`src/common/wdt_pkg.sv`:
```
// package of watchdog register map, field layouts and timing counts
package wdt_pkg;

  // register byte offsets on the apb bus
  localparam logic [7:0] WDT_OFF_CTRL = 8'h00;
  localparam logic [7:0] WDT_OFF_STATUS = 8'h04;
  localparam logic [7:0] WDT_OFF_MASK = 8'h08;
  localparam logic [7:0] WDT_OFF_COUNT = 8'h0c;

  // control register field positions
  localparam int WDT_CTRL_CLEAR_BIT = 0;
  localparam int WDT_CTRL_IE_BIT = 1;
  localparam int WDT_CTRL_WAKE_BIT = 4;
  localparam int WDT_CTRL_EN_BIT = 7;
  localparam int WDT_CTRL_ISEL_LSB = 8;
  localparam int WDT_CTRL_ISEL_MSB = 10;

  // status and mask field positions
  localparam int WDT_ST_TMO_BIT = 0;
  localparam int WDT_ST_RST_BIT = 1;
  localparam int WDT_ST_WAKE_BIT = 2;

  // counter geometry and timing in watchdog clocks
  localparam int WDT_CNT_W = 19;
  localparam int WDT_ISEL_W = 3;
  localparam int WDT_EXP_BASE = 4;
  localparam int WDT_EXP_STEP = 2;
  localparam logic [18:0] WDT_DELAY_TICKS = 19'h00400;
  localparam int WDT_RST_W = 7;
  localparam logic [6:0] WDT_RST_TICKS = 7'h40;

  // reset values
  localparam logic [18:0] WDT_CNT_RESET = 19'h00000;
  localparam logic [6:0] WDT_RST_CNT_RESET = 7'h00;
  localparam logic [31:0] WDT_RDATA_RESET = 32'h00000000;

  // control register fields as software sees them
  typedef struct packed {
    logic [2:0] isel;
    logic enable;
    logic wake_en;
    logic int_en;
    logic clear;
  } wdt_ctrl_type;

  // sticky event bits, shared layout of status and mask
  typedef struct packed {
    logic wake;
    logic rst;
    logic tmo;
  } wdt_evt_type;

  localparam wdt_ctrl_type WDT_CTRL_RESET = '{isel: 3'h0, enable: 1'b0, wake_en: 1'b0, int_en: 1'b0, clear: 1'b0};
  localparam wdt_evt_type WDT_EVT_RESET = '{wake: 1'b0, rst: 1'b0, tmo: 1'b0};

endpackage

```
`src/verilog/wdt_sync3.sv`:
```
// three-stage synchroniser turning a slow clock pin into a rising-edge tick
`timescale 1ns/1ps
module wdt_sync3
  import wdt_pkg::*;
(
  input wire logic pclk,
  input wire logic presetn,
  input wire logic async_in,
  output logic tick_q
);

  logic s1_q;
  logic s2_q;
  logic s3_q;
  logic level_q;

  // shift chain; first stage feeds only the second
  always_ff @(posedge pclk or negedge presetn)
  begin
    if (!presetn)
    begin
      s1_q <= 1'b0;
      s2_q <= 1'b0;
      s3_q <= 1'b0;
    end
    else
    begin
      s1_q <= async_in;
      s2_q <= s1_q;
      s3_q <= s2_q;
    end
  end

  // a change counts once stages two and three agree, filtering one-cycle glitches
  always_ff @(posedge pclk or negedge presetn)
  begin
    if (!presetn)
    begin
      level_q <= 1'b0;
      tick_q <= 1'b0;
    end
    else
    begin
      if (s2_q == s3_q)
      begin
        level_q <= s3_q;
      end
      tick_q <= (s2_q == s3_q) && s3_q && !level_q;
    end
  end

endmodule

```
`src/verilog/wdt_top.sv`:
```
// watchdog timer with interval interrupt, delayed cpu reset and wakeup, apb slave
// Functional notes
// - 19-bit up counter advances per enabled tick
// - control bit 7 enables and starts counting
// - interval reached sets flag; interrupt needs enable
// - software writes bit 0; hardware clears counter, bit
// - bits 10:8 pick interval 2^4..2^18 clocks
// - reset deadline is interval plus 1024 clocks
// - uncleared at deadline: set reset flag, reset cpu
// - cpu reset held 64 watchdog clocks, then released
// - reset flag survives watchdog reset for polling
// - timeout event can wake cpu from power-down
`timescale 1ns/1ps
module wdt_top
  import wdt_pkg::*;
(
  input wire logic pclk,
  input wire logic presetn,
  input wire logic psel,
  input wire logic penable,
  input wire logic pwrite,
  input wire logic [31:0] paddr,
  input wire logic [31:0] pwdata,
  output logic [31:0] prdata,
  output logic pready,
  output logic pslverr,
  input wire logic watchdog_clock,
  input wire logic power_down,
  output logic irq_q,
  output logic cpu_reset_q,
  output logic cpu_wakeup_q
);

  wdt_ctrl_type ctrl_q;
  wdt_evt_type status_q;
  wdt_evt_type mask_q;
  logic [WDT_CNT_W-1:0] cnt_q;
  logic [WDT_RST_W-1:0] rst_cnt_q;
  logic [31:0] prdata_q;
  logic pready_q;
  logic pslverr_q;
  logic wdt_tick;
  logic [WDT_CNT_W-1:0] interval_w;
  logic [WDT_CNT_W-1:0] deadline_w;
  logic run_tick;
  logic reach_tmo;
  logic reach_dead;
  logic wr_acc;
  logic [7:0] addr_w;
  logic addr_ok;
  wdt_evt_type set_evt;
  wdt_evt_type w1c_evt;
  logic [31:0] rd_mux;

  // slow watchdog clock is sampled as a pin; each rising edge is one tick
  wdt_sync3 u_sync
  (
    .pclk(pclk),
    .presetn(presetn),
    .async_in(watchdog_clock),
    .tick_q(wdt_tick)
  );

  // selected interval is 2^(4+2*sel); deadline adds the fixed delay
  assign interval_w = WDT_CNT_W'(19'h00001 << (WDT_EXP_BASE + WDT_EXP_STEP * int'(ctrl_q.isel)));
  assign deadline_w = interval_w + WDT_DELAY_TICKS;

  // counting only while enabled and not holding the cpu in reset
  assign run_tick = wdt_tick && ctrl_q.enable && !ctrl_q.clear && !cpu_reset_q;
  assign reach_tmo = run_tick && (cnt_q == interval_w - 19'h00001);
  assign reach_dead = run_tick && (cnt_q == deadline_w - 19'h00001);

  // apb decode; writes take effect on the access edge where pready is high
  assign addr_w = paddr[7:0];
  assign addr_ok = (paddr[31:8] == 24'h000000) && ((addr_w == WDT_OFF_CTRL) || (addr_w == WDT_OFF_STATUS) ||
                   (addr_w == WDT_OFF_MASK) || (addr_w == WDT_OFF_COUNT));
  assign wr_acc = psel && penable && pready_q && pwrite && addr_ok;

  // event sources and write-one-to-clear requests
  always_comb
  begin
    set_evt.tmo = reach_tmo;
    set_evt.rst = reach_dead;
    set_evt.wake = reach_tmo && ctrl_q.wake_en && power_down;
    w1c_evt = WDT_EVT_RESET;
    if (wr_acc && (addr_w == WDT_OFF_STATUS))
    begin
      w1c_evt.tmo = pwdata[WDT_ST_TMO_BIT];
      w1c_evt.rst = pwdata[WDT_ST_RST_BIT];
      w1c_evt.wake = pwdata[WDT_ST_WAKE_BIT];
    end
  end

  // control register; clear bit self-clears one cycle after software sets it
  always_ff @(posedge pclk or negedge presetn)
  begin
    if (!presetn)
    begin
      ctrl_q <= WDT_CTRL_RESET;
    end
    else if (wr_acc && (addr_w == WDT_OFF_CTRL))
    begin
      ctrl_q.enable <= pwdata[WDT_CTRL_EN_BIT];
      ctrl_q.int_en <= pwdata[WDT_CTRL_IE_BIT];
      ctrl_q.wake_en <= pwdata[WDT_CTRL_WAKE_BIT];
      ctrl_q.isel <= pwdata[WDT_CTRL_ISEL_MSB:WDT_CTRL_ISEL_LSB];
      ctrl_q.clear <= pwdata[WDT_CTRL_CLEAR_BIT] || ctrl_q.clear;
    end
    else if (ctrl_q.clear)
    begin
      ctrl_q.clear <= 1'b0;
    end
  end

  // up counter; a clear or a watchdog reset restarts timing from zero
  always_ff @(posedge pclk or negedge presetn)
  begin
    if (!presetn)
    begin
      cnt_q <= WDT_CNT_RESET;
    end
    else if (ctrl_q.clear || cpu_reset_q)
    begin
      cnt_q <= WDT_CNT_RESET;
    end
    else if (reach_dead)
    begin
      cnt_q <= WDT_CNT_RESET;
    end
    else if (run_tick)
    begin
      cnt_q <= cnt_q + 19'h00001;
    end
  end

  // cpu reset pulse, counted in watchdog ticks rather than pclk cycles
  always_ff @(posedge pclk or negedge presetn)
  begin
    if (!presetn)
    begin
      cpu_reset_q <= 1'b0;
      rst_cnt_q <= WDT_RST_CNT_RESET;
    end
    else if (reach_dead)
    begin
      cpu_reset_q <= 1'b1;
      rst_cnt_q <= WDT_RST_CNT_RESET;
    end
    else if (cpu_reset_q && wdt_tick)
    begin
      if (rst_cnt_q == WDT_RST_TICKS - 7'h01)
      begin
        cpu_reset_q <= 1'b0;
        rst_cnt_q <= WDT_RST_CNT_RESET;
      end
      else
      begin
        rst_cnt_q <= rst_cnt_q + 7'h01;
      end
    end
  end

  // sticky flags; a set in the same cycle as its clear wins.
  // cpu_reset_q does not touch them, so the reset flag outlives the cpu reset
  always_ff @(posedge pclk or negedge presetn)
  begin
    if (!presetn)
    begin
      status_q <= WDT_EVT_RESET;
    end
    else
    begin
      status_q.tmo <= set_evt.tmo || (status_q.tmo && !w1c_evt.tmo);
      status_q.rst <= set_evt.rst || (status_q.rst && !w1c_evt.rst);
      status_q.wake <= set_evt.wake || (status_q.wake && !w1c_evt.wake);
    end
  end

  // interrupt mask register
  always_ff @(posedge pclk or negedge presetn)
  begin
    if (!presetn)
    begin
      mask_q <= WDT_EVT_RESET;
    end
    else if (wr_acc && (addr_w == WDT_OFF_MASK))
    begin
      mask_q.tmo <= pwdata[WDT_ST_TMO_BIT];
      mask_q.rst <= pwdata[WDT_ST_RST_BIT];
      mask_q.wake <= pwdata[WDT_ST_WAKE_BIT];
    end
  end

  // interrupt output; the timeout flag needs the interrupt enable bit as well
  always_ff @(posedge pclk or negedge presetn)
  begin
    if (!presetn)
    begin
      irq_q <= 1'b0;
    end
    else
    begin
      irq_q <= (status_q.tmo && mask_q.tmo && ctrl_q.int_en) ||
               (status_q.rst && mask_q.rst) || (status_q.wake && mask_q.wake);
    end
  end

  // wakeup level stays high until software clears the wake flag
  always_ff @(posedge pclk or negedge presetn)
  begin
    if (!presetn)
    begin
      cpu_wakeup_q <= 1'b0;
    end
    else
    begin
      cpu_wakeup_q <= set_evt.wake || (cpu_wakeup_q && status_q.wake && !w1c_evt.wake);
    end
  end

  // read data selection; reserved bits read as zero
  always_comb
  begin
    rd_mux = WDT_RDATA_RESET;
    case (addr_w)
      WDT_OFF_CTRL:
      begin
        rd_mux[WDT_CTRL_CLEAR_BIT] = ctrl_q.clear;
        rd_mux[WDT_CTRL_IE_BIT] = ctrl_q.int_en;
        rd_mux[WDT_CTRL_WAKE_BIT] = ctrl_q.wake_en;
        rd_mux[WDT_CTRL_EN_BIT] = ctrl_q.enable;
        rd_mux[WDT_CTRL_ISEL_MSB:WDT_CTRL_ISEL_LSB] = ctrl_q.isel;
      end
      WDT_OFF_STATUS:
      begin
        rd_mux[WDT_ST_TMO_BIT] = status_q.tmo;
        rd_mux[WDT_ST_RST_BIT] = status_q.rst;
        rd_mux[WDT_ST_WAKE_BIT] = status_q.wake;
      end
      WDT_OFF_MASK:
      begin
        rd_mux[WDT_ST_TMO_BIT] = mask_q.tmo;
        rd_mux[WDT_ST_RST_BIT] = mask_q.rst;
        rd_mux[WDT_ST_WAKE_BIT] = mask_q.wake;
      end
      WDT_OFF_COUNT:
      begin
        rd_mux[WDT_CNT_W-1:0] = cnt_q;
      end
      default:
      begin
        rd_mux = WDT_RDATA_RESET;
      end
    endcase
  end

  // apb answer registered in the setup cycle so every output is a flop; no wait states
  always_ff @(posedge pclk or negedge presetn)
  begin
    if (!presetn)
    begin
      pready_q <= 1'b0;
      pslverr_q <= 1'b0;
      prdata_q <= WDT_RDATA_RESET;
    end
    else
    begin
      pready_q <= psel && !penable;
      pslverr_q <= psel && !penable && !addr_ok;
      if (psel && !penable && !pwrite)
      begin
        prdata_q <= addr_ok ? rd_mux : WDT_RDATA_RESET;
      end
    end
  end

  assign prdata = prdata_q;
  assign pready = pready_q;
  assign pslverr = pslverr_q;

  // assertions guarding the timing relations

  AST_CNT_ADV: assert property (@(posedge pclk) disable iff (!presetn)
    run_tick && !reach_dead |=> cnt_q == $past(cnt_q) + 19'h00001)
    else $error("counter did not advance on an enabled tick");

  AST_EN_HOLD: assert property (@(posedge pclk) disable iff (!presetn)
    !ctrl_q.enable && !ctrl_q.clear && !cpu_reset_q |=> cnt_q == $past(cnt_q))
    else $error("counter moved while disabled");

  AST_TMO_FLAG: assert property (@(posedge pclk) disable iff (!presetn)
    reach_tmo |=> status_q.tmo ##1 (irq_q == ($past(mask_q.tmo) && $past(ctrl_q.int_en)) || irq_q))
    else $error("timeout flag or interrupt missing");

  AST_IRQ_GATE: assert property (@(posedge pclk) disable iff (!presetn)
    $rose(irq_q) && !$past(status_q.rst && mask_q.rst) && !$past(status_q.wake && mask_q.wake)
    |-> $past(ctrl_q.int_en) && $past(status_q.tmo))
    else $error("interrupt raised without enable");

  AST_CLR_SELF: assert property (@(posedge pclk) disable iff (!presetn)
    ctrl_q.clear && !wr_acc |=> !ctrl_q.clear && cnt_q == WDT_CNT_RESET)
    else $error("clear bit did not self clear with counter reset");

  AST_INTERVAL: assert property (@(posedge pclk) disable iff (!presetn)
    $rose(status_q.tmo) |-> $past(cnt_q) + 19'h00001 == (19'h00001 << (4 + 2 * int'($past(ctrl_q.isel)))))
    else $error("timeout flag at wrong interval");

  AST_DEADLINE: assert property (@(posedge pclk) disable iff (!presetn)
    $rose(cpu_reset_q) |-> $past(cnt_q) + 19'h00001 == $past(interval_w) + 19'h00400)
    else $error("cpu reset not at interval plus delay");

  AST_RST_FLAG: assert property (@(posedge pclk) disable iff (!presetn)
    $rose(cpu_reset_q) |-> status_q.rst)
    else $error("cpu reset without reset flag");

  AST_RST_LEN: assert property (@(posedge pclk) disable iff (!presetn)
    $fell(cpu_reset_q) |-> $past(rst_cnt_q) == WDT_RST_TICKS - 7'h01 && $past(wdt_tick))
    else $error("cpu reset released after wrong tick count");

  AST_FLAG_KEEP: assert property (@(posedge pclk) disable iff (!presetn)
    status_q.rst && !w1c_evt.rst |=> status_q.rst)
    else $error("reset flag lost without software clear");

  AST_WAKE: assert property (@(posedge pclk) disable iff (!presetn)
    reach_tmo && ctrl_q.wake_en && power_down |=> cpu_wakeup_q && status_q.wake)
    else $error("wakeup not raised on timeout in power-down");

  AST_RST_HOLD: assert property (@(posedge pclk) disable iff (!presetn)
    cpu_reset_q && !(wdt_tick && rst_cnt_q == WDT_RST_TICKS - 7'h01) |=> cpu_reset_q)
    else $error("cpu reset released before its last tick");

  AST_CNT_IN_RST: assert property (@(posedge pclk) disable iff (!presetn)
    cpu_reset_q |=> cnt_q == WDT_CNT_RESET)
    else $error("counter moved while the cpu was held in reset");

  AST_IRQ_RST: assert property (@(posedge pclk) disable iff (!presetn)
    status_q.rst && mask_q.rst |=> irq_q)
    else $error("unmasked reset flag raised no interrupt");

  AST_WAKE_KEEP: assert property (@(posedge pclk) disable iff (!presetn)
    cpu_wakeup_q && !w1c_evt.wake |=> cpu_wakeup_q)
    else $error("wakeup dropped without a software clear");

endmodule
```
`config.mk`:
```
export PLATFORM = sky130hd
export DESIGN_NAME = wdt_top
export DESIGN_NICKNAME = d
export VERILOG_FILES = /design/src/common/wdt_pkg.sv /design/src/verilog/wdt_sync3.sv /design/src/verilog/wdt_top.sv
export SDC_FILE = /design/constraint.sdc
export NUM_CORES = 1
export LEC_CHECK = 0
export ABC_CLOCK_PERIOD_IN_PS = 6400
export BUFFER_PORTS_ARGS = -buffer_cell sky130_fd_sc_hd__buf_2
export CAP_MARGIN = 5
export CORE_ASPECT_RATIO = 1.75
export CORE_UTILIZATION = 45
export DETAILED_ROUTE_END_ITERATION = 8
export PLACE_DENSITY = 0.69
export SYNTH_ARGS = -nofsm -noshare
export SYNTH_HDL_FRONTEND = slang
export SYNTH_HIERARCHICAL = 1
export SYNTH_SLANG_ARGS = --single-unit
```
`constraint.sdc`:
```
create_clock -name pclk -period 6.4 [get_ports pclk]
set_clock_uncertainty 0.1 [all_clocks]
set_input_delay 1.92 -clock pclk [delete_from_list [all_inputs] [get_ports pclk]]
set_output_delay 1.92 -clock pclk [all_outputs]
set_load 0.005 [all_outputs]
```
Word-level counts from Yosys, hierarchy flattened
Cells that the tools add are included.
{"block": "word_totals", "ff_bits": 81, "out_inout_bits": 37, "elab_cells": 113}
{"block": "classes", "add_sub_neg": 6, "eq_ne": 7, "shift": 1, "mux": 19, "reduce_logical": 56}
{"op": "$mux 19", "count": 4}
{"op": "$eq 19x19->1", "count": 2}
{"op": "$sub 19x1->19 const B", "count": 2}
{"op": "$logic_and 1x1->1", "count": 30}
{"op": "$logic_not 24->1", "count": 1}
{"op": "$mux 7", "count": 3}
{"op": "$add 19x1->19 const B", "count": 1}
{"op": "$add 19x11->19 const B", "count": 1}
{"op": "$shl 1x5->19 const A", "count": 1}
{"op": "$eq 8x4->1 const B", "count": 2}
{"op": "$logic_or 1x1->1", "count": 11}
{"op": "$logic_not 1->1", "count": 9}
{"op": "$eq 8x3->1 const B", "count": 1}
{"op": "$logic_not 8->1", "count": 1}
{"op": "$mux 8", "count": 1}
{"op": "$pmux 2 s4", "count": 1}
{"op": "$pmux 4 s2", "count": 1}
{"op": "$add 7x1->7 const B", "count": 1}
{"op": "$eq 7x6->1 const B", "count": 1}
{"op": "$add 3x4->5 const A", "count": 1}
{"op": "$mux 1", "count": 5}
{"op": "$reduce_bool 2->1", "count": 2}
{"op": "$mux 3", "count": 1}
{"op": "$pmux 1 s3", "count": 1}
{"op": "5 further kinds", "count": 5}

Longest topological paths before layout
Gate-level depths: netlist of run 1.
{"block": "depth", "ltp_word": 11, "depth_mapped": 15, "ltp_nobuf": 10}

Hierarchy
Netlist of run 1, hierarchy kept.
{"module": "wdt_top", "instances": 1, "cells_per_inst": 414, "area_each_um2": 3783.6, "seq_area_each_um2": 1576.5}
{"module": "wdt_sync3", "instances": 1, "cells_per_inst": 8, "area_each_um2": 158.9, "seq_area_each_um2": 125.1}

Least setup slack after synthesis of run 1
No wires, ideal clock.
{"block": "synth_timing", "path_type": "register to register", "startpoint": "register ctrl_q[5] (netlist name)", "endpoint": "register cnt_q[17]", "setup_ns": 0.119, "arrival_time_ns": 3.327, "slack_ns": 2.854, "path_stages_with_launch": 15, "period_less_slack_ns": 3.546, "path_cell_list": "dfrtp_1 -> ha_1 -> buf_2 -> and2b_1 -> clkbuf_1 -> nand3b_1 -> ha_1 -> clkbuf_1 -> nor4b_1 -> o211a_1 -> a221oi_1 -> or4b_1 -> o21ai_2 -> buf_6 -> nor2_1"}
{"block": "synth_via", "elab_chain_cells": 8, "elab_cells_between_ends": 9, "cone_classes": "3 x add/sub; 1 x eq/ne; 1 x shift; 2 x mux; 2 x reduce/logical"}
{"item": "start: declaration", "line": "wdt_top.sv:34", "rtl": "wdt_ctrl_type ctrl_q;"}
{"item": "$add 3x4->5 (*)", "line": "wdt_top.sv:65", "rtl": "assign interval_w = WDT_CNT_W'(19'h00001 << (WDT_EXP_BASE + WDT_EXP_STEP * int'(ctrl_q.isel)));"}
{"item": "$shl 1x5->19 (*)", "line": "wdt_top.sv:65"}
{"item": "$add 19x11->19 (*)", "line": "wdt_top.sv:66", "rtl": "assign deadline_w = interval_w + WDT_DELAY_TICKS;"}
{"item": "$sub 19x1->19 (*)", "line": "wdt_top.sv:71", "rtl": "assign reach_dead = run_tick && (cnt_q == deadline_w - 19'h00001);"}
{"item": "$eq 19x19->1 (*)", "line": "wdt_top.sv:71"}
{"item": "$logic_and 1x1->1 (*)", "line": "wdt_top.sv:71"}
{"item": "$mux 19", "line": "wdt_top.sv:126", "rtl": "else if (reach_dead)"}
{"item": "$mux 19", "line": "wdt_top.sv:122", "rtl": "else if (ctrl_q.clear || cpu_reset_q)"}
{"item": "end signal: assignment", "line": "wdt_top.sv:132", "rtl": "cnt_q <= cnt_q + 19'h00001;"}
{"item": "end: declaration", "line": "wdt_top.sv:37", "rtl": "logic [WDT_CNT_W-1:0] cnt_q;"}
Mark *: on every way between the ends. The rest lies on a longest branch, timed or not.
A chain may end at the register's enable or synchronous reset.

Worst setup path in the final report of run 1
{"block": "layout_timing", "startpoint": "register ctrl_q[5] (netlist name)", "endpoint": "register cnt_q[16]"}
Same word-level chain as after synthesis.

==> results of run 1 <==
kinds of logic (layout without fill, tap and decap cells):
logic type | after synthesis | count (layout)
buffers and inverters | 52 | 96
multiplexers | 14 | 14
AO/OA/AOI/OAI | 71 | 71
other | 1 | 13
XOR/XNOR | 27 | 27
AND/OR/NAND/NOR | 183 | 183
flip-flops | 68 | 68
adder cells (fa/ha/maj) | 6 | 6
report_power, final:
part / total [mW] / internal, mW / switching, mW
Combinational: 0.0364 / 0.0156 / 0.0209
Sequential: 0.435 / 0.433 / 0.00204
Clock: 0.539 / 0.351 / 0.187
flip-flops by register name, indices dropped and copies added, names as in the netlist:
name	count
mask_q	3
cpu_reset_q	1
pready	1
u_sync/s1_q	1
u_sync/tick_q	1
u_sync/s3_q	1
status_q	3
rst_cnt_q	7
prdata	19
u_sync/s2_q	1
cpu_wakeup_q	1
pslverr	1
irq_q	1
cnt_q	19
ctrl_q	7
u_sync/level_q	1
Yosys cell counts (3+ instances only):
library cell and n:
nand4b_1 3, clkbuf_1 21, inv_1 8, buf_2 6, nor3_1 9, xnor2_1 15, buf_6 3, o21ai_0 15
or3_1 4, ha_1 6, a22o_1 12, nand4_1 11, a21oi_1 6, nand3b_1 4, o31ai_1 5, xor2_1 12
nor4b_1 3, nor2_1 44, and3_1 9, nand2b_1 8, mux2_2 10, nand3_1 16, nor2b_1 4, nand2_1 41
a31oi_1 3, buf_4 13, nor4_1 13, a21o_1 3, dfrtp_1 68, a22oi_1 8
routing by layer:
metal | vias to the layer above | wire (um) | global-route usage (%)
li1 | 1585 | - | -
met1 | 1601 | 3580 | 24.4
met2 | 83 | 4980 | 37.5
met3 | 22 | 318 | 4.24
met4 | 0 | 316 | 12.1
met5 | - | 0 | 0
metrics by stage:
| stage | hold WS [ns] | setup WS, ns | area (um^2) | power [mW] | utilization (%) |
|---|---|---|---|---|---|
| finish | 0.256 | 1.93 | 4580 | 1.01 | 54.7 |
| global route | 0.266 | 1.51 | 4580 | 1.04 | 54.7 |
| CTS | 0.258 | 1.96 | 4580 | 1.02 | 54.7 |
| floorplan | 0.231 | 2.85 | 3990 | 0.459 | - |
| global placement | 0.236 | 2.09 | 4250 | 0.479 | 50.8 |
| detailed placement | 0.246 | 1.96 | 4250 | 0.480 | 50.8 |
worst reg2reg max path, cell delays in order, from the launching register on:
cell and delay, ns:
dfrtp_1 0.58, ha_1 0.76, and2b_1 0.36, nand3b_1 0.13, ha_1 0.62, xnor2_1 0.20
nand2_1 0.09, nor4b_1 0.36, or4b_1 0.52, o21ai_2 0.50, nor2_1 0.11
how the worst max path moves through the flow:
stage,end,cells after the start
floorplan,cnt_q[17]$_DFFE_PN0P_,14
global route,cnt_q[6]$_DFFE_PN0P_,10
CTS,cnt_q[1]$_DFFE_PN0P_,10
finish,cnt_q[16]$_DFFE_PN0P_,10
global placement,cnt_q[1]$_DFFE_PN0P_,10
detailed placement,cnt_q[1]$_DFFE_PN0P_,10
layout make-up:
class / count / area [um^2] / area share (%)
Sequential cell: 68 / 1700 / 37.2
Timing Repair Buffer: 72 / 365 / 7.98
Clock inverter: 6 / 86.3 / 1.89
Clock buffer: 10 / 239 / 5.22
Tap cell: 115 / 144 / 3.14
Inverter: 8 / 30.0 / 0.656
Multi-Input combinational cell: 314 / 2010 / 43.9
==> out/results.tsv, run 1 <==
metric	value	unit
synthesized area per cell	9.34	um^2
hold endpoint	u_sync/s2_q$_DFF_PN0_	
period utilisation layout	69.9	%
delay-heaviest family, CP	simple AND/OR/NAND/NOR gates	
number of core rows	44	
worst hold path type	register to register	
Initial DRC Count	233	
layout cells sized above 1	23.0	%
post-DP HPWL	6.65	mm
Die Wd	72.8	um
Leakage	2.17	nW
core area	8370	um^2
pin count of the biggest net entering global routing	69	
# IOs	108	
Netlist cell types	62	
Max Slew Vio Count	0	
Clk Latency, worst-skew pair	0.34	ns
commonest non-fill, non-tap cell in the layout	buf_2	
placed cells	577	
Compound-Gate Fraction of Synth Area	13.1	%
total negative slack	0	ns
CTS tree	built	
Avg WL per Cell	15.5	um
FF-to-FF Start	ctrl_q[5]$_DFFE_PN0P_	
Power Density	221	nW/um^2
post-synthesis adder-cell area fraction	1.90	%
die area	9150	um^2
setup violators final	0	
routability cong.	0.811	
# hold bufs at CTS	0	
post-synth top area share	43.2	%
Worst Tran Pin Value	0.838	ns
H-tree Lvls	3	
Worst path max stage delay	0.76	ns
Root Buffer	clkbuf_16	
Post-CTS Setup Bufs	0	
CP Buf/Inv Count	0	
register area share after synthesis	43.2	%
XOR/XNOR Fraction of Synth Area	6.00	%
max_cap viols	0	
CP most frequent cell	ha_1	
Seq cells post-synth	68	
initial antenna violation count	0	
PortBufs	70	
Fmax	224	MHz
Synth Flop Type	dfrtp_1	
Total GRT Usage	21.7	%
Worst Path Arrival	4.57	ns
worst r2r path cells	10	
RSZ-0062 raised after global routing	no	
DRC	0	
CP Launch Point	ctrl_q[5]$_DFFE_PN0P_	
# diodes	0	
Critical Path Fanout Max	20	
filler instances	794	
clk buf depth	2	
die height	126	um
CTS sink count	68	
startpoint types	register	
status	finished, final reports clean	
mux contribution to synthesized area	4.63	%
post-route ant nets	0	
post-synthesis cell count	422	
Post-Synth Simple-Gate Area	24.1	%
1st-pass router iterations	4	
synthesis-to-finish area growth	16.1	%
initial core utilization	47.1	%
vias in the first global route	3204	
Relative slew margins	44.1	%
Cell Chain, Critical Path	ha_1 -> and2b_1 -> nand3b_1 -> ha_1 -> xnor2_1 -> nand2_1 -> nor4b_1 -> or4b_1 -> o21ai_2 -> nor2_1	
cts bufs inserted	9	
hold path cells	0	
Final Hold Fails	0	
reg2reg end	cnt_q[16]$_DFFE_PN0P_	
commonest non-fill, non-tap cells in the layout	buf_2 (70), dfrtp_1 (68), nor2_1 (44), nand2_1 (41), nand3_1 (16)	
critical path required time	6.50	ns
Worst IR Drop VDD	142	uV
combinational family with the most area after synthesis	simple AND/OR/NAND/NOR gates	
first-pass GRT wire length	15.1	mm
number of synthesized flops with an enable pin	0	
CP Capture Type	register	
r2r setup slk	1.93	ns
Async S/R FF share, synth	100	%
crit path kind	register to register	
post-synthesis cell area	3940	um^2
non-filler instance count after layout	593	
hold_sp	u_sync/s1_q$_DFF_PN0_	
CTS clock-pin slew for the worst setup and hold paths	0.06	ns
DRT Wirelength	9.20	mm
top post-synthesis cells by area	dfrtp_1 (43%), nor2_1 (4.2%), nand2_1 (3.9%)	
# resized after CTS	0	
routed via count	3291	
Syn. warnings	6	
Slowest-stage cell, CP	ha_1	
grt total ovfl	0	
minimum clock period after layout	4.47	ns
fin nets	550	
vias per std cell	5.55	
cell taking the most area after synthesis	dfrtp_1	
No activity file was read; power rests on OpenSTA's default activity.
==> run 2, diff against run 1 <==
--- a/config.mk
+++ b/config.mk
@@ -5,13 +5,13 @@
 export SDC_FILE = /design/constraint.sdc
 export NUM_CORES = 1
 export LEC_CHECK = 0
-export ABC_CLOCK_PERIOD_IN_PS = 6400
+export ABC_CLOCK_PERIOD_IN_PS = 4000
 export BUFFER_PORTS_ARGS = -buffer_cell sky130_fd_sc_hd__buf_2
 export CAP_MARGIN = 5
 export CORE_ASPECT_RATIO = 1.75
 export CORE_UTILIZATION = 45
 export DETAILED_ROUTE_END_ITERATION = 8
-export PLACE_DENSITY = 0.69
+export PLACE_DENSITY = 0.72
 export SYNTH_ARGS = -nofsm -noshare
 export SYNTH_HDL_FRONTEND = slang
 export SYNTH_HIERARCHICAL = 1
==> constraint.sdc (replaced) <==
create_clock -name pclk -period 4 [get_ports pclk]
set_clock_uncertainty 0.1 [all_clocks]
set_input_delay 1.2 -clock pclk [delete_from_list [all_inputs] [get_ports pclk]]
set_output_delay 1.2 -clock pclk [all_outputs]
set_load 0.005 [all_outputs]
==> run 2 against run 1 <==
Effect of this change:
- core utilization fell by 0.16 points
- worst setup slack got worse by 1.3 ns
- die area did not move
- sequential power rose by 60%
- non-clock buffer count rose by 5
- critical endpoint is now rst_cnt_q[0]$_DFFE_PN0P_
- clock power rose by 29%
- largest power group unchanged
- first-iteration DRC count rose by 14%
- flip-flop and latch count did not move
- final cell count rose by 0.84%
- sequential share of layout area rose by 0.11 points
- via count rose by 1.9%
==> out/results.tsv, run 2 (same netlist as run 1, synthesis figures left out) <==
metric	value	unit
core area	8370	um^2
DRT Wirelength	9.22	mm
startpoint types	register	
initial core utilization	47.1	%
fin nets	555	
1st-pass router iterations	4	
number of core rows	44	
cts bufs inserted	9	
register area	1700	um^2
filler instances	787	
non-filler instance count after layout	598	
CTS sink count	68	
commonest non-fill, non-tap cells in the layout	buf_2 (70), dfrtp_1 (68), nor2_1 (44), nand2_1 (41), nand3_1 (16)	
# diodes	0	
CTS tree	built	
minimum clock period after layout	3.40	ns
vias per std cell	5.61	
Total GRT Usage	22.2	%
routed via count	3355	
setup violators final	0	
commonest non-fill, non-tap cell in the layout	buf_2	
DP Worst Slack	0.615	ns
Clk Latency, worst-skew pair	0.34	ns
die area	9150	um^2
# IOs	108	
RSZ-0062 raised after global routing	no	
vias in the first global route	3290	
PortBufs	70	
design area	4560	um^2
Worst IR Drop VDD	220	uV
placed cells	582	
Power Density	319	nW/um^2
# resized after CTS	0	
Fmax	294	MHz
WHS	0.250	ns
# hold bufs at CTS	0	
layout cells sized above 1	23.4	%
H-tree Lvls	3	
footprint of the multi-input gates	2010	um^2
critical path required time	4.10	ns
clk buf depth	2	
grt total ovfl	0	
post-DP HPWL	6.89	mm
initial antenna violation count	0	
status	finished, final reports clean	
Die Wd	72.8	um
worst hold path type	register to register	
final core utilization	54.5	%
synthesis-to-finish area growth	15.8	%
die height	126	um
Relative slew margins	43.8	%
Root Buffer	clkbuf_16	
post-route ant nets	0	
total negative slack	0	ns
Avg WL per Cell	15.4	um
Max Slew Vio Count	0	
Worst Tran Pin Value	0.835	ns
period utilisation layout	85.1	%
Initial DRC Count	266	
final setup margin	0.597	ns
CP Capture Type	register	
max_cap viols	0	
first-pass GRT wire length	15.4	mm
pin count of the biggest net entering global routing	38	
crit path kind	register to register	
Final Hold Fails	0	
routability cong.	0.835	
Leakage	2.17	nW
Post-DP Area	4300	um^2
Worst Path Arrival	3.50	ns
CTS clock-pin slew for the worst setup and hold paths	0.05	ns
DRC	0	
Critical Path Fanout Max	9	
Final Power	1.46	mW
Post-CTS Setup Bufs	0	
[run 2: changes by cell type in the layout (fill, tap and decap cells not counted), moves of 2 or more]
cell       before  now
buf_4           2    6
bufinv_16       2    0
clkbuf_1        0    2
clkinv_2        2    4
[run 2: report_power, final]
| group | switching, mW | leakage (nW) | internal [mW] | total, mW |
|---|---|---|---|---|
| Clock | 0.283 | 0.133 | 0.415 | 0.698 |
| Combinational | 0.0342 | 1.11 | 0.0263 | 0.0604 |
| Sequential | 0.00339 | 0.928 | 0.693 | 0.697 |
| Total | 0.320 | 2.17 | 1.13 | 1.46 |
[run 2: worst paths after layout]
check	start	endpoint	slack (ns)	depth (start not counted)
min in group asynchronous	presetn	irq_q$_DFF_PN0_	0.83	1
min	u_sync/s1_q$_DFF_PN0_	u_sync/s2_q$_DFF_PN0_	0.25	0
max in group asynchronous	presetn	cnt_q[11]$_DFFE_PN0P_	2.31	2
max reg2reg	ctrl_q[6]$_DFFE_PN0P_	rst_cnt_q[0]$_DFFE_PN0P_	0.60	10
min reg2reg	u_sync/s1_q$_DFF_PN0_	u_sync/s2_q$_DFF_PN0_	0.25	0
max	ctrl_q[6]$_DFFE_PN0P_	rst_cnt_q[0]$_DFFE_PN0P_	0.60	10
[run 2: worst max-delay path, cell delays in order (launching register included)]
cell and delay [ns]:
dfrtp_1 0.40, ha_1 0.29, and2b_1 0.25, nand3b_1 0.09
ha_1 0.33, nor4b_1 0.37, o211a_1 0.22, a221oi_1 0.07
or4b_1 0.59, nor2_1 0.41, nor3_1 0.13
[run 2: area by class of cell]
class	instances	share of cell area, %
inverter	8	0.658
clock buffer	11	5.10
timing repair buffer	77	9.10
multi-input combinational	314	44.1
tap	115	3.15
clock inverter	5	0.630
sequential	68	37.3
[run 2: per-layer routing]
layer | wire length, um | track usage (%) | vias to the layer above
li1 | - | - | 1603
met4 | 318 | 11.4 | 0
met2 | 5050 | 38.4 | 82
met5 | 0 | 0 | -
met3 | 363 | 5.76 | 27
met1 | 3490 | 24.2 | 1643
==> run 3, diff against run 2 <==
--- a/config.mk
+++ b/config.mk
@@ -5,13 +5,13 @@
 export SDC_FILE = /design/constraint.sdc
 export NUM_CORES = 1
 export LEC_CHECK = 0
-export ABC_CLOCK_PERIOD_IN_PS = 4000
+export ABC_CLOCK_PERIOD_IN_PS = 4300
 export BUFFER_PORTS_ARGS = -buffer_cell sky130_fd_sc_hd__buf_2
 export CAP_MARGIN = 5
 export CORE_ASPECT_RATIO = 1.75
 export CORE_UTILIZATION = 45
 export DETAILED_ROUTE_END_ITERATION = 8
-export PLACE_DENSITY = 0.72
+export PLACE_DENSITY = 0.69
 export SYNTH_ARGS = -nofsm -noshare
 export SYNTH_HDL_FRONTEND = slang
 export SYNTH_HIERARCHICAL = 1
==> constraint.sdc (replaced) <==
create_clock -name pclk -period 4.3 [get_ports pclk]
set_clock_uncertainty 0.1 [all_clocks]
set_input_delay 1.29 -clock pclk [delete_from_list [all_inputs] [get_ports pclk]]
set_output_delay 1.29 -clock pclk [all_outputs]
set_load 0.005 [all_outputs]
==> run 3 against run 2 <==
Effect of this change:
- final cell count is 0.33% lower
- combinational power shrank 7.6%
- register-to-register slack improved by 0.18 ns
- non-clock buffer count is 1 lower
- flip-flop and latch count did not move
- die area stayed put
==> out/results.tsv, run 3 (same netlist as run 1, synthesis figures left out) <==
metric	value	unit
fin nets	554	
vias per std cell	5.58	
pin count of the biggest net entering global routing	37	
vias in the first global route	3214	
grt total ovfl	0	
CP Capture Type	register	
routed via count	3326	
Avg WL per Cell	15.5	um
FF-to-FF Start	ctrl_q[6]$_DFFE_PN0P_	
Power Density	302	nW/um^2
WHS	0.248	ns
total negative slack	0	ns
hold_sp	u_sync/s1_q$_DFF_PN0_	
routability cong.	0.817	
CTS tree	built	
Clk pwr share	48.9	%
CTS clock-pin slew for the worst setup and hold paths	0.05	ns
CP Launch Point	ctrl_q[6]$_DFFE_PN0P_	
Fmax	284	MHz
commonest non-fill, non-tap cell in the layout	buf_2	
register area	1700	um^2
period utilisation layout	81.9	%
commonest non-fill, non-tap cells in the layout	buf_2 (70), dfrtp_1 (68), nor2_1 (44), nand2_1 (41), nand3_1 (16)	
Root Buffer	clkbuf_16	
WP depth	10	
minimum clock period after layout	3.52	ns
Final Power	1.38	mW
1st-pass router iterations	4	
Switching Share	21.0	%
max_cap viols	0	
startpoint types	register	
clk buf depth	2	
Worst path max stage delay	0.59	ns
die height	126	um
Die Wd	72.8	um
# hold bufs at CTS	0	
internal power	1.09	mW
Slowest-stage cell, CP	or4b_1	
# IOs	108	
switching power	0.289	mW
worst hold path type	register to register	
Total GRT Usage	21.6	%
H-tree Lvls	3	
status	finished, final reports clean	
first-pass GRT wire length	15.2	mm
Post-CTS Setup Bufs	0	
# diodes	0	
post-route ant nets	0	
Reg power frac	47.1	%
Max Slew Vio Count	0	
Initial DRC Count	290	
delay-heaviest family, CP	simple AND/OR/NAND/NOR gates	
die area	9150	um^2
Worst Path Arrival	3.61	ns
cts bufs inserted	9	
footprint of the multi-input gates	2010	um^2
filler instances	794	
hold path cells	0	
critical path required time	4.39	ns
setup violators final	0	
Worst IR Drop VDD	258	uV
DRT Wirelength	9.21	mm
worst r2r path cells	10	
PortBufs	70	
placed cells	581	
number of core rows	44	
crit path kind	register to register	
CP Buf/Inv Count	0	
post-DP HPWL	6.97	mm
Cell Chain, Critical Path	ha_1 -> nor2_1 -> nand2_1 -> ha_1 -> nor4b_1 -> o211a_1 -> a221oi_1 -> or4b_1 -> o21ai_2 -> nor2_1	
Worst Tran Pin Value	0.847	ns
DRC	0	
initial core utilization	47.1	%
core area	8370	um^2
CTS sink count	68	
layout cells sized above 1	22.9	%
Relative slew margins	43.0	%
non-filler instance count after layout	596	
Critical Path Fanout Max	14	
Gate power share	4.1	%
Leakage	2.16	nW
initial antenna violation count	0	
Final Hold Fails	0	
RSZ-0062 raised after global routing	no	
Clk Latency, worst-skew pair	0.33	ns
synthesis-to-finish area growth	15.8	%
# resized after CTS	0	
final core utilization	54.6	%
[run 3: cell types whose count changed in the layout (fill, tap and decap cells not counted)]
cell / delta
clkbuf_8: +2
clkinv_2: -4
buf_4: -1
clkinvlp_4: +1
clkbuf_1: +1
clkinv_4: -1
[run 3: final timing paths]
kind / end / slack, ns
worst max register to register: cnt_q[4]$_DFFE_PN0P_ / 0.78
max in group asynchronous: cnt_q[13]$_DFFE_PN0P_ / 2.54
worst min register to register: u_sync/s2_q$_DFF_PN0_ / 0.25
min in group asynchronous: cpu_wakeup_q$_DFF_PN0_ / 0.92
worst max-delay path: cnt_q[4]$_DFFE_PN0P_ / 0.78
worst min-delay path: u_sync/s2_q$_DFF_PN0_ / 0.25
[run 3: worst reg2reg max path, stage by stage, from the launching register on]
cell and delay (ns):
dfrtp_1 0.40, ha_1 0.36, nor2_1 0.23, nand2_1 0.08, ha_1 0.31, nor4b_1 0.38, o211a_1 0.21, a221oi_1 0.07
or4b_1 0.59, o21ai_2 0.53, nor2_1 0.11
[run 3: through the flow]
step | setup slack (ns) | area [um^2]
CTS | 0.804 | 4570
global placement | 0.930 | 4300
global route | 0.585 | 4570
finish | 0.779 | 4570
floorplan | 0.754 | 3990
detailed placement | 0.824 | 4300
[run 3: layout make-up]
cell class | count | share of cell area [%]
Multi-Input combinational cell | 314 | 44.1
Sequential cell | 68 | 37.3
Timing Repair Buffer | 76 | 8.93
Clock buffer | 14 | 5.78
Tap cell | 115 | 3.15
Inverter | 8 | 0.658
Clock inverter | 1 | 0.164
[run 3: power by group through the flow]
stage          Combinational [mW]  Clock (mW)  Sequential, mW
6_report                   0.0558       0.673           0.648
4_1_cts                    0.0573       0.686           0.648
5_1_grt                    0.0640       0.705           0.648
3_3_place_gp               0.0557           0           0.659
2_1_floorplan              0.0251           0           0.658
3_5_place_dp               0.0572           0           0.659
[run 3: layer usage]
metal / up-vias / share of wire [%] / track usage [%]
met3: 18 / 2.6 / 3.92
met5: - / 0 / 0
met1: 1648 / 39 / 23.8
met4: 0 / 2.7 / 10.3
met2: 66 / 56 / 38.8
li1: 1594 / - / -
